<file path="config.mk">
export PLATFORM = sky130hd
export DESIGN_NAME = ldpf_top
export DESIGN_NICKNAME = d
export VERILOG_FILES = /design/src/design/ldpf_top.v
export VERILOG_INCLUDE_DIRS = /design/src /design/src/pkg
export SDC_FILE = /design/constraint.sdc
export NUM_CORES = 2
export LEC_CHECK = 0
export ABC_AREA = 1
export BUFFER_PORTS_ARGS = -buffer_cell sky130_fd_sc_hd__clkbuf_2
export CORE_UTILIZATION = 55
export CTS_BUF_LIST = sky130_fd_sc_hd__clkbuf_4 sky130_fd_sc_hd__clkbuf_8
export DETAILED_ROUTE_END_ITERATION = 8
export PLACE_DENSITY = 0.77
export SKIP_LAST_GASP = 1
export SYNTH_ARGS = -nofsm -noshare
export SYNTH_HDL_FRONTEND = slang
export SYNTH_SLANG_ARGS = --single-unit
</file>
<file path="constraint.sdc">
create_clock -name mclk_i -period 55.7 [get_ports mclk_i]
set_clock_uncertainty 0.2 [all_clocks]
set_input_delay 5.57 -clock mclk_i [delete_from_list [all_inputs] [get_ports mclk_i]]
set_output_delay 5.57 -clock mclk_i [all_outputs]
set_load 0.03 [all_outputs]
</file>
<file path="src/pkg/ldpf_defines.vh">
// Purpose: Shared constants of the LED dimming and fault monitor block
// Assumes: 8-bit register port, 250 MHz core clock
// Notes: Offsets are byte addresses on the plain register port
`ifndef LDPF_DEFINES_VH
`define LDPF_DEFINES_VH
// ----------------------------------------
// Register offsets
// ----------------------------------------
`define LDPF_A_CFG 8'h00
`define LDPF_A_PHASE 8'h03
`define LDPF_A_DUTY_LO 8'h26
`define LDPF_A_DUTY_HI 8'h40
`define LDPF_A_THR_LO 8'h41
`define LDPF_A_THR_HI 8'h49
`define LDPF_A_SSC 8'h4a
`define LDPF_A_SMODE 8'h4b
`define LDPF_A_FDE 8'h4c
`define LDPF_A_FCFG 8'h4d
`define LDPF_A_SHORT 8'h4e
`define LDPF_A_OPEN 8'h51
`define LDPF_A_SLS 8'h54
`define LDPF_A_SUM 8'h57
// ----------------------------------------
// Reset values and fields
// ----------------------------------------
`define LDPF_RST_CFG 8'h00
`define LDPF_RST_PHASE 8'h01
`define LDPF_MODE_12 2'h0
`define LDPF_MODE_75 2'h1
`define LDPF_MODE_8 2'h2
`define LDPF_SUM_OPEN 0
`define LDPF_SUM_SHORT 1
`define LDPF_SUM_SLS 2
`define LDPF_SUM_PIN 7
// ----------------------------------------
// Timing
// ----------------------------------------
`define LDPF_CLK_NS 4
`define LDPF_DEGLITCH_NS 10000
`define LDPF_DEGLITCH_CYC ((`LDPF_DEGLITCH_NS + `LDPF_CLK_NS - 1) / `LDPF_CLK_NS)
`define LDPF_RPT_UNIT_NS 100000
`define LDPF_RPT_UNIT_CYC (`LDPF_RPT_UNIT_NS / `LDPF_CLK_NS)
`define LDPF_BASE_DIV 11'h050
`endif

</file>
<file path="src/design/ldpf_top.v">
// Purpose: Eighteen-channel PWM dimming with open/short fault monitor
// Assumes: Comparator results and supply-ok level are asynchronous
// Notes: Retry current level itself is applied by the analog sink
// ----------------------------------------
// How it works
// RULE1: Each of eighteen channels has its own 12-bit PWM generator.
// RULE2: Sink is on during the on-phase, off for the rest of period.
// RULE3: Duty values come from duty registers at 0x26 to 0x40.
// RULE4: 12-bit and 7+5 modes use value/4096; 8-bit mode uses bits 11:4 over 256.
// RULE5: Frequency select sits in the configuration register at 0x00.
// RULE6: Spread spectrum on the base clock is switched by register 0x4a.
// RULE7: Phase control 0x00 turns all channels on together each cycle.
// RULE8: Phase control resets to 0x01, stagger on.
// RULE9: Six groups of three consecutive channels.
// RULE10: With stagger on, groups start one after another.
// RULE11: Offsets 1->2, 3->4, 5->6, 6->1 are one eighth period.
// RULE12: Offsets 2->3 and 4->5 are one quarter period.
// RULE13: A fault sets its type flag; pin pulls low after report delay.
// RULE14: Open check runs only when both open enable bits are set.
// RULE15: Open for 10 us sets channel flag, sticky summary and retry.
// RULE16: Open gone clears channel flag; pin released after delay; summary stays.
// RULE17: Checks run only in on-phase; on-time under 10 us reports nothing.
// RULE18: Short for 10 us with both enables sets flags, summary and retry.
// RULE19: Short gone clears channel flag; pin released; summary stays.
// RULE20: Single short check waits for supply above fault undervoltage level.
// RULE21: Each channel has a 5-bit single short threshold code in 0x41-0x49; the code holds only nine codes, one per register.
// RULE22: Single short for 10 us sets flag from 0x54, summary and retry.
// RULE23: Single short gone clears flag; pin released; summary stays.
// RULE24: Comparators are synchronised; deglitch and delay use core counters.
//
// Design decision made here: the strobed register port.
`include "ldpf_defines.vh"
module ldpf_top #(
  parameter RPT_UNIT_CYC = `LDPF_RPT_UNIT_CYC
) (
  input wire mclk_i,
  input wire sys_rst_i,
  input wire [7:0] reg_addr_i,
  input wire [7:0] reg_wdata_i,
  input wire reg_wr_i,
  input wire reg_rd_i,
  output reg [7:0] reg_rdata_o,
  input wire [17:0] open_cmp_i,
  input wire [17:0] short_cmp_i,
  input wire [17:0] sls_cmp_i,
  input wire supply_ok_i,
  output reg [17:0] channel_sink_output_o,
  output reg [17:0] retry_current_o,
  output wire [2:0] string_short_mode_select_o,
  output wire [44:0] single_short_threshold_code_o,
  input wire fault_report_pin_n_i,
  output wire fault_report_pin_n_o,
  output wire fault_report_pin_n_oe_o
);
  // ----------------------------------------
  // Registers
  // ----------------------------------------
  reg [7:0] cfg_q;
  reg [7:0] phase_q;
  reg [7:0] duty_mem [0:26];
  reg [4:0] thr_mem [0:8];
  reg ssc_q;
  reg [2:0] smode_q;
  reg [5:0] fde_q;
  reg [3:0] ft_q;
  reg [2:0] sum_q;
  reg [2:0] sum_d;
  reg [7:0] rdata_d;
  integer k;

  wire [1:0] mode = cfg_q[1:0];
  wire [1:0] fsel = cfg_q[3:2];
  wire phase_stagger_on = phase_q[0];
  wire open_on = fde_q[0] & fde_q[1]; // RULE14
  wire short_on = fde_q[2] & fde_q[3]; // RULE18
  wire sls_on = fde_q[4] & fde_q[5];

  wire wr_duty = reg_wr_i && reg_addr_i >= `LDPF_A_DUTY_LO && reg_addr_i <= `LDPF_A_DUTY_HI;
  wire wr_thr = reg_wr_i && reg_addr_i >= `LDPF_A_THR_LO && reg_addr_i <= `LDPF_A_THR_HI;
  wire [7:0] duty_idx = reg_addr_i - `LDPF_A_DUTY_LO;
  wire [7:0] thr_idx = reg_addr_i - `LDPF_A_THR_LO;

  always @(posedge mclk_i or posedge sys_rst_i) begin
    if (sys_rst_i) begin
      cfg_q <= `LDPF_RST_CFG;
      phase_q <= `LDPF_RST_PHASE; // RULE8
      ssc_q <= 1'b0;
      smode_q <= 3'h0;
      fde_q <= 6'h00;
      ft_q <= 4'h0;
      for (k = 0; k < 27; k = k + 1) begin
        duty_mem[k] <= 8'h00;
      end
      for (k = 0; k < 9; k = k + 1) begin
        thr_mem[k] <= 5'h00;
      end
    end else begin
      if (reg_wr_i && reg_addr_i == `LDPF_A_CFG) begin
        cfg_q <= reg_wdata_i; // RULE5
      end
      if (reg_wr_i && reg_addr_i == `LDPF_A_PHASE) begin
        phase_q <= reg_wdata_i;
      end
      if (reg_wr_i && reg_addr_i == `LDPF_A_SSC) begin
        ssc_q <= reg_wdata_i[0]; // RULE6
      end
      if (reg_wr_i && reg_addr_i == `LDPF_A_SMODE) begin
        smode_q <= reg_wdata_i[2:0];
      end
      if (reg_wr_i && reg_addr_i == `LDPF_A_FDE) begin
        fde_q <= reg_wdata_i[5:0];
      end
      if (reg_wr_i && reg_addr_i == `LDPF_A_FCFG) begin
        ft_q <= reg_wdata_i[3:0];
      end
      if (wr_duty) begin
        duty_mem[duty_idx[4:0]] <= reg_wdata_i; // RULE3
      end
      if (wr_thr) begin
        thr_mem[thr_idx[3:0]] <= reg_wdata_i[4:0]; // RULE21
      end
    end
  end

  assign string_short_mode_select_o = smode_q;

  // ----------------------------------------
  // Base clock with spread spectrum
  // ----------------------------------------
  reg [10:0] pre_q;
  reg [11:0] cnt_q;
  reg [2:0] dith_q;
  reg dith_up_q;
  wire [10:0] lim = (`LDPF_BASE_DIV << fsel) + {8'h00, (ssc_q ? dith_q : 3'h0)};
  wire tick = (pre_q >= lim);

  always @(posedge mclk_i or posedge sys_rst_i) begin
    if (sys_rst_i) begin
      pre_q <= 11'h000;
      cnt_q <= 12'h000;
      dith_q <= 3'h0;
      dith_up_q <= 1'b1;
    end else begin
      pre_q <= tick ? 11'h000 : pre_q + 11'h001;
      if (tick) begin
        cnt_q <= cnt_q + 12'h001;
      end
      // Triangle sweep of the divider, one step per full count
      if (tick && cnt_q == 12'hfff) begin // RULE6
        if (dith_up_q) begin
          dith_q <= dith_q + 3'h1;
          dith_up_q <= (dith_q != 3'h6);
        end else begin
          dith_q <= dith_q - 3'h1;
          dith_up_q <= (dith_q == 3'h1);
        end
      end
    end
  end

  // ----------------------------------------
  // Synchronisers
  // ----------------------------------------
  reg [54:0] sy1_q;
  reg [54:0] sy2_q;
  reg pin1_q;
  reg pin2_q;
  always @(posedge mclk_i or posedge sys_rst_i) begin
    if (sys_rst_i) begin
      sy1_q <= 55'h0;
      sy2_q <= 55'h0;
      pin1_q <= 1'b1;
      pin2_q <= 1'b1;
    end else begin
      sy1_q <= {supply_ok_i, sls_cmp_i, short_cmp_i, open_cmp_i}; // RULE24
      sy2_q <= sy1_q;
      pin1_q <= fault_report_pin_n_i;
      pin2_q <= pin1_q;
    end
  end
  wire uv_ok = sy2_q[54];

  // ----------------------------------------
  // Sink state aligned with the synchronisers
  // ----------------------------------------
  // Comparator readings lag the sink by the sync stages; a stale off-phase
  // reading must not count as a cleared fault at the start of an on-phase
  reg [17:0] sink1_q;
  reg [17:0] sink2_q;
  always @(posedge mclk_i or posedge sys_rst_i) begin
    if (sys_rst_i) begin
      sink1_q <= 18'h00000;
      sink2_q <= 18'h00000;
    end else begin
      sink1_q <= channel_sink_output_o;
      sink2_q <= sink1_q; // RULE17
    end
  end

  // ----------------------------------------
  // Per-channel PWM
  // ----------------------------------------
  wire [17:0] on_d;
  genvar c;
  generate
    for (c = 0; c < 18; c = c + 1) begin : g_ch // RULE1
      localparam G = c / 3; // RULE9
      localparam [2:0] OFS = (G == 0) ? 3'd0 : (G == 1) ? 3'd1 : (G == 2) ? 3'd3 :
                             (G == 3) ? 3'd4 : (G == 4) ? 3'd6 : 3'd7; // RULE11 RULE12
      localparam P = c / 2;
      wire [11:0] duty;
      if (c % 2 == 0) begin : g_ev
        assign duty = {duty_mem[3 * P], duty_mem[3 * P + 2][7:4]};
      end else begin : g_od
        assign duty = {duty_mem[3 * P + 1], duty_mem[3 * P + 2][3:0]};
      end
      wire [2:0] ofs = phase_stagger_on ? OFS : 3'd0; // RULE7 RULE10
      wire [11:0] ph12 = cnt_q - {ofs, 9'h000};
      wire [7:0] ph8 = cnt_q[7:0] - {ofs, 5'h00};
      wire [6:0] ph7 = cnt_q[6:0] - {ofs, 4'h0};
      wire [7:0] on75 = {1'b0, duty[11:5]} + {7'h00, (cnt_q[11:7] < duty[4:0])};
      assign on_d[c] = (mode == `LDPF_MODE_8) ? (ph8 < duty[11:4]) : // RULE4
                       (mode == `LDPF_MODE_75) ? ({1'b0, ph7} < on75) :
                       (ph12 < duty); // RULE2
    end
  endgenerate

  // ----------------------------------------
  // Deglitch and per-channel flags
  // ----------------------------------------
  // Entry i: type i/18 (open, short, single short), channel i%18
  wire [53:0] flag;
  wire [53:0] set_ev;
  genvar i;
  generate
    for (i = 0; i < 54; i = i + 1) begin : g_det
      localparam T = i / 18;
      localparam CH = i % 18;
      reg [11:0] dg_q;
      reg flag_q;
      wire en = (T == 0) ? open_on : (T == 1) ? short_on : (sls_on & uv_ok); // RULE20
      wire qual = en & sink2_q[CH]; // RULE17
      wire cmp = sy2_q[i];
      wire hit = qual & cmp & (dg_q == `LDPF_DEGLITCH_CYC - 1);
      always @(posedge mclk_i or posedge sys_rst_i) begin
        if (sys_rst_i) begin
          dg_q <= 12'h000;
          flag_q <= 1'b0;
        end else begin
          // Off-phase restarts the count, so short pulses never report
          if (!(qual & cmp)) begin
            dg_q <= 12'h000; // RULE17
          end else if (dg_q != `LDPF_DEGLITCH_CYC - 1) begin
            dg_q <= dg_q + 12'h001; // RULE24
          end
          if (!en) begin
            flag_q <= 1'b0;
          end else if (hit) begin
            flag_q <= 1'b1; // RULE15 RULE18 RULE22
          end else if (qual & ~cmp) begin
            flag_q <= 1'b0; // RULE16 RULE19 RULE23
          end
        end
      end
      assign flag[i] = flag_q;
      assign set_ev[i] = hit & ~flag_q;
    end
  endgenerate

  // ----------------------------------------
  // Summary, retry and sink outputs
  // ----------------------------------------
  wire [17:0] f_open = flag[17:0];
  wire [17:0] f_short = flag[35:18];
  wire [17:0] f_sls = flag[53:36];
  wire wr_sum = reg_wr_i && reg_addr_i == `LDPF_A_SUM;

  always @* begin
    sum_d = sum_q;
    if (wr_sum) begin
      sum_d = sum_q & reg_wdata_i[2:0];
    end
    // Set wins over a clear in the same cycle
    sum_d[`LDPF_SUM_OPEN] = sum_d[`LDPF_SUM_OPEN] | (|set_ev[17:0]); // RULE15
    sum_d[`LDPF_SUM_SHORT] = sum_d[`LDPF_SUM_SHORT] | (|set_ev[35:18]); // RULE18
    sum_d[`LDPF_SUM_SLS] = sum_d[`LDPF_SUM_SLS] | (|set_ev[53:36]); // RULE22
  end

  always @(posedge mclk_i or posedge sys_rst_i) begin
    if (sys_rst_i) begin
      sum_q <= 3'h0;
      channel_sink_output_o <= 18'h0;
      retry_current_o <= 18'h0;
    end else begin
      sum_q <= sum_d; // RULE13
      channel_sink_output_o <= on_d; // RULE2
      retry_current_o <= f_open | f_short | f_sls; // RULE15 RULE18 RULE22
    end
  end

  // ----------------------------------------
  // Fault pin report delay
  // ----------------------------------------
  reg pin_low_q;
  reg [19:0] rdly_q;
  wire any_flt = |flag;
  wire [31:0] rdly_full = ft_q * RPT_UNIT_CYC;
  wire [19:0] rdly_lim = rdly_full[19:0];
  always @(posedge mclk_i or posedge sys_rst_i) begin
    if (sys_rst_i) begin
      pin_low_q <= 1'b0;
      rdly_q <= 20'h00000;
    end else if (any_flt == pin_low_q) begin
      rdly_q <= 20'h00000;
    end else if (rdly_q >= rdly_lim) begin
      pin_low_q <= any_flt; // RULE13 RULE16 RULE19 RULE23
      rdly_q <= 20'h00000;
    end else begin
      rdly_q <= rdly_q + 20'h00001; // RULE24
    end
  end
  assign fault_report_pin_n_o = 1'b0;
  assign fault_report_pin_n_oe_o = pin_low_q;

  // ----------------------------------------
  // Read path
  // ----------------------------------------
  function [7:0] byte18;
    input [17:0] v;
    input [1:0] s;
    begin
      byte18 = (s == 2'd0) ? v[7:0] : (s == 2'd1) ? v[15:8] : {6'h00, v[17:16]};
    end
  endfunction

  genvar t;
  generate
    for (t = 0; t < 9; t = t + 1) begin : g_thr
      assign single_short_threshold_code_o[5 * t +: 5] = thr_mem[t]; // RULE21
    end
  endgenerate

  wire [7:0] a = reg_addr_i;
  always @* begin
    rdata_d = 8'h00;
    if (a >= `LDPF_A_DUTY_LO && a <= `LDPF_A_DUTY_HI) begin
      rdata_d = duty_mem[duty_idx[4:0]];
    end else if (a >= `LDPF_A_THR_LO && a <= `LDPF_A_THR_HI) begin
      rdata_d = {3'h0, thr_mem[thr_idx[3:0]]};
    end else if (a >= `LDPF_A_SHORT && a < `LDPF_A_OPEN) begin
      rdata_d = byte18(f_short, a[1:0] - 2'd2);
    end else if (a >= `LDPF_A_OPEN && a < `LDPF_A_SLS) begin
      rdata_d = byte18(f_open, a[1:0] - 2'd1);
    end else if (a >= `LDPF_A_SLS && a < `LDPF_A_SUM) begin
      rdata_d = byte18(f_sls, a[1:0]);
    end else begin
      case (a)
        `LDPF_A_CFG: rdata_d = cfg_q;
        `LDPF_A_PHASE: rdata_d = phase_q;
        `LDPF_A_SSC: rdata_d = {7'h00, ssc_q};
        `LDPF_A_SMODE: rdata_d = {5'h00, smode_q};
        `LDPF_A_FDE: rdata_d = {2'h0, fde_q};
        `LDPF_A_FCFG: rdata_d = {4'h0, ft_q};
        `LDPF_A_SUM: rdata_d = {pin2_q, 4'h0, sum_q};
        default: rdata_d = 8'h00;
      endcase
    end
  end

  always @(posedge mclk_i or posedge sys_rst_i) begin
    if (sys_rst_i) begin
      reg_rdata_o <= 8'h00;
    end else if (reg_rd_i) begin
      reg_rdata_o <= rdata_d;
    end else begin
      reg_rdata_o <= 8'h00;
    end
  end
endmodule

</file>
# == Yosys cells after proc, flatten, opt, wreduce, memory -nomap -nowiden ==
# Index checks and enable logic that the tools add are counted.
# classes
n_reduce_logical,28
n_eq_ne,231
magnitude_cmp,88
n_mux,343
shifts,1
n_mul,1
n_bitwise,391
n_addsub,97
# op_table
op,count
$mux W12,108
$add A12 B1 Y12 const B,55
$eq A12 B12 Y1 const B,55
$ne A12 B12 Y1 const B,54
$and A1 B1 Y1,274
$bwmux W216,1
$lt A12 B12 Y1,18
$mux W1,200
$ne A3 B1 Y1 const B,54
$add A7 B1 Y8,18
$lt A7 B8 Y1,18
$lt A8 B8 Y1,18
$mux W8,15
$not A1 Y1,109
$ne A2 B1 Y1 const B,54
$lt A5 B5 Y1,18
$pmux W8 S7,1
$reduce_or A18 Y1,3
$reduce_or A54 Y1,1
$bwmux W45,1
$bmux W8 S5,1
$demux W8 S5,1
$eq A8 B7 Y1 const B,5
$mux W20,2
other kinds (51),96
# totals
reg_bits,1236
elab_cells,1346
output_inout_bits,94
input_bits,76

# == Depth between registers and ports, before layout ==
# logic_depth
ltp_word,9
mapped_depth,22
ltp_nobuf,21

# == Worst setup path after synthesis ==
# Ideal clock, no wire load.
# synth_timing
path_kind,in2reg
startpoint,in reg_addr_i[1]
endpoint,"reg thr_mem, in the netlist single_short_threshold_code_o[20]"
required_time_ns,55.423
n_path_buf,3
setup_ns,0.077
path_slack_ns,47.728
arrival_ns,7.694
cell_stages,13
path_cell_list,buf_2 > inv_2 > clkbuf_1 > ha_1 > inv_2 > buf_4 > a31oi_1 > nand3_2 > nor2_4 > inv_2 > nor3_4 > nor2_1 > a21oi_1
# synth_via
elab_chain_len,7
elab_cells_between_ends,12
classes_between,add/sub: 1; order compare: 4; mux: 3; bitwise: 1; reduce/logical: 3
# synth_rtl
item,line_no,source
"start, declared",ldpf_top.v:38,"input wire [7:0] reg_addr_i,"
$sub A4 B1 Y4 (no source line),n/a,
$not A4 Y5 (implied by the code),ldpf_top.v:120,thr_mem[thr_idx[3:0]] <= reg_wdata_i[4:0];
$ge A5 B5 Y1 (implied by the code) or $lt A5 B1 Y1 (tied branches),ldpf_top.v:120,
$logic_and A1 B1 Y1 (implied by the code),ldpf_top.v:120,
$mux W5 (implied by the code),ldpf_top.v:120,
$demux W5 S4,ldpf_top.v:120,
$bwmux W45,ldpf_top.v:120,
"end signal, assigned by index",ldpf_top.v:120,
"end, declared",ldpf_top.v:61,reg [4:0] thr_mem [0:8];
# Several ways; a longest one is shown, not always the timed one.
# A chain may end at the register's enable or synchronous reset.

==> results.sh <==
export IMPL_ir_drop_v=0.00002627
export IMPL_die_y_um=365.6
export IMPL_drtIter0Drc=6755
export IMPL_post_cts_setup_buffers=0
export IMPL_drive_gt1_share_pct=7.682
export IMPL_syn_area_per_cell_sq_um=7.963
export IMPL_grt_pass1_vias=62460
export IMPL_vias_per_cell=5.787
export IMPL_critPathKind="input pin to asynchronous set/reset pin"
export IMPL_nets=10140
export IMPL_crit_fanout=179
export IMPL_cts_max_path_buffers=3
export IMPL_dr_pass1_iters=8
export IMPL_status="complete, but fails checks"
export IMPL_finalSetupViolCount=0
export IMPL_grt_max_degree=180
export IMPL_area_growth_pct=10.19
export IMPL_ys_flop_type="dfrtp_1"
export IMPL_max_slew_margin_pct=15.12
export IMPL_synth_edff_count=0
export IMPL_timing_rr_start="cnt_q[8]$_DFFE_PP0N_"
export IMPL_initial_utilization_pct=55.38
export IMPL_insertion_delay_ns=0.94
export IMPL_rr_worst_depth=16
export IMPL_io_pins=170
export IMPL_hold_viol=0
export IMPL_hpwl_um=156900
export IMPL_clock_root_buffer="clkbuf_8"
export IMPL_crit_arrival_ns=10.86
export IMPL_cts_resized=0
export IMPL_hold_start="sink1_q[8]$_DFF_PP0_"
export IMPL_endpoint_kind="asynchronous set/reset pin"
export IMPL_synth_area_leaders="dfrtp_1 (42%), ha_1 (11%), nand2_1 (9.3%)"
export IMPL_yosysMostFrequentCell="nand2_1"
export IMPL_worstPathRequired_ns=56.44
export IMPL_fp_coreArea_sq_mm=0.1313
export IMPL_yosysSeqAreaShare_pct=42.54
export IMPL_synth_nets=9874
export IMPL_ctsHoldBuffers=0
export IMPL_drc=1
export IMPL_drv_slew=0
export IMPL_fin_crit_sh_pct=18.18
export IMPL_r2r_end="channel_sink_output_o[10]$_DFF_PP0_"
export IMPL_die_area_sq_mm=0.1337
export IMPL_yosysWarnings=0
export IMPL_wirelength_um=219900
export IMPL_synth_area_sq_mm=0.07271
export IMPL_place_gp_congestion=0.9762
export IMPL_core_rowCount=133
export IMPL_overflow=0
export IMPL_synthArstFlopShare_pct=100.0
export IMPL_fill_cells=11270
export IMPL_hold_path_depth=0
export IMPL_dr_total_vias=65570
export IMPL_violations="design-rule violations"
export IMPL_die_x_um=365.6
export IMPL_timing_fmax_ghz=0.09875
export IMPL_worst_hold_slack_ns=0.1143
export IMPL_setup_tns_ns=0
export IMPL_synthTopCellsByCount="nand2_1 (1804), dfrtp_1 (1232), inv_1 (1150)"
export IMPL_grtUsageTotal_pct=32.87
export IMPL_ant_nets=0
export IMPL_p_leak_uw=0.03691
export IMPL_holdCritPathClass="flip-flop to flip-flop"
export IMPL_drv_cap=0
export IMPL_ys_types=58
export IMPL_grt_pass1_wl_um=341300
export IMPL_yosysTopAreaCell="dfrtp_1"
export IMPL_p_per_area_mw_per_mm2=28.36
export IMPL_synth_seq_cells=1236
export IMPL_rsz0062_at_grt="no"
export IMPL_postSynthCellCount=9132
export IMPL_post_drt_wl_per_cell_um=19.41
export IMPL_cts_buffers=202
export IMPL_portBuffers=168
export IMPL_r2r_slack_ns=50.99
export IMPL_yosysTopAreaCellShare_pct=42.40
export IMPL_max_slew_worst_pin_slew_ns=1.263
export IMPL_antenna_found_initial=16
export IMPL_min_to="sink2_q[8]$_DFF_PP0_"
export IMPL_path_clk_slew_ns=0.06
export IMPL_cts_tree="yes"
export IMPL_period_needed_ns=10.13
export IMPL_clock_sinks=1236
export IMPL_start_kind="input pin"
export IMPL_htreeDepth=4
==> sequential cells by signal, indices dropped and copies added (netlist names), 4 cells and up <==
| register | flops |
|---|---|
| sink1_q | 18 |
| cfg_q | 8 |
| fde_q | 6 |
| duty_mem | 216 |
| reg_rdata_o | 8 |
| pre_q | 11 |
| rdly_q | 20 |
| g_det.dg_q | 648 |
| sy1_q | 55 |
| single_short_threshold_code_o | 45 |
| phase_q | 8 |
| cnt_q | 12 |
| channel_sink_output_o | 18 |
| g_det.flag_q | 54 |
| retry_current_o | 18 |
| ft_q | 4 |
| sink2_q | 18 |
| sy2_q | 55 |
==> worst max-delay path: stages <==
cell and delay (ns):
clkbuf_2 0.12, inv_8 0.59, buf_12 0.74, buf_4 0.89, buf_4 0.92, buf_4 0.91, buf_4 0.83
==> worst max path at each step <==
| stage | depth (start not counted) | slack (ns) | to | start |
|---|---|---|---|---|
| finish | 7 | 45.57 | g_det[52].dg_q[1]$_DFFE_PP0P_ | sys_rst_i |
| global route | 7 | 44.59 | g_det[47].dg_q[1]$_DFFE_PP0P_ | sys_rst_i |
| CTS | 7 | 45.35 | sy2_q[16]$_DFF_PP0_ | sys_rst_i |
| detailed placement | 7 | 44.34 | g_det[52].dg_q[4]$_DFFE_PP0P_ | sys_rst_i |
| global placement | 7 | 44.33 | g_det[52].dg_q[6]$_DFFE_PP0P_ | sys_rst_i |
| floorplan | 1 | 15.11 | cfg_q[0]$_DFFE_PP0P_ | sys_rst_i |
==> per-layer routing <==
metal / track usage, % / part of all wire, %
met1: 43.37 / 40
met2: 49.87 / 43
met3: 8.420 / 11
met4: 17.02 / 5.3
met5: 0 / 0.093
==> report_power, final <==
part           leakage (uW)  switching [uW]  internal [uW]  total, uW
registers            0.0167            51.3            939        990
logic                0.0177             267            116        384
clock network       0.00248             394            505        899
total                0.0369             713           1560       2270
==> cell families (layout without fill, tap and decap cells) <==
family                   count (synthesis)  in the layout  synth area share, %
AO/OA/AOI/OAI                         1769           1769                12.75
XOR/XNOR                               168            168                2.044
adder cells (fa/ha/maj)                666            666                11.49
buffers and inverters                 1352           1788                7.260
flip-flops                            1236           1236                42.54
other                                    1              9             0.005157
AND/OR/NAND/NOR                       3940           3940                23.91
==> placed cells by master (no fill, tap or decap), types with 71 or more instances in the layout <==
cell type,instances
nand2_1,1804
dfrtp_1,1225
inv_1,1144
nor2_1,752
o21ai_0,715
a21oi_1,685
nand3_1,679
ha_1,663
nor3_1,303
clkbuf_8,252
o21ai_1,205
clkbuf_2,167
nand4_1,165
xor2_1,134
nor4_1,99
buf_4,71
==> final cells by class <==
type / instances / area [sq um] / share of cell area, %
sequential: 1236 / 30950 / 38.62
tap: 1755 / 2196 / 2.741
clock inverter: 73 / 798.3 / 0.9963
inverter: 1171 / 4403 / 5.495
timing repair buffer: 241 / 1405 / 1.754
clock buffer: 303 / 3851 / 4.806
antenna: 8 / 20.02 / 0.02498
multi-input combinational: 6544 / 36510 / 45.56
==> through the flow <==
stage | area (sq um) | setup WS [ns] | total power [uW] | utilization (%) | instances
2_1_floorplan | 72710 | 15.11 | 1228 | - | 9132
3_3_place_gp | 75450 | 44.33 | 1363 | 57.47 | 10950
3_5_place_dp | 75450 | 44.34 | 1377 | 57.47 | 10950
4_1_cts | 80100 | 45.35 | 2275 | 61.01 | 11320
5_1_grt | 80110 | 44.59 | 2370 | 61.02 | 11330
6_report | 80130 | 45.57 | 2272 | 61.03 | 11330
(Power assumes the default switching activity.)
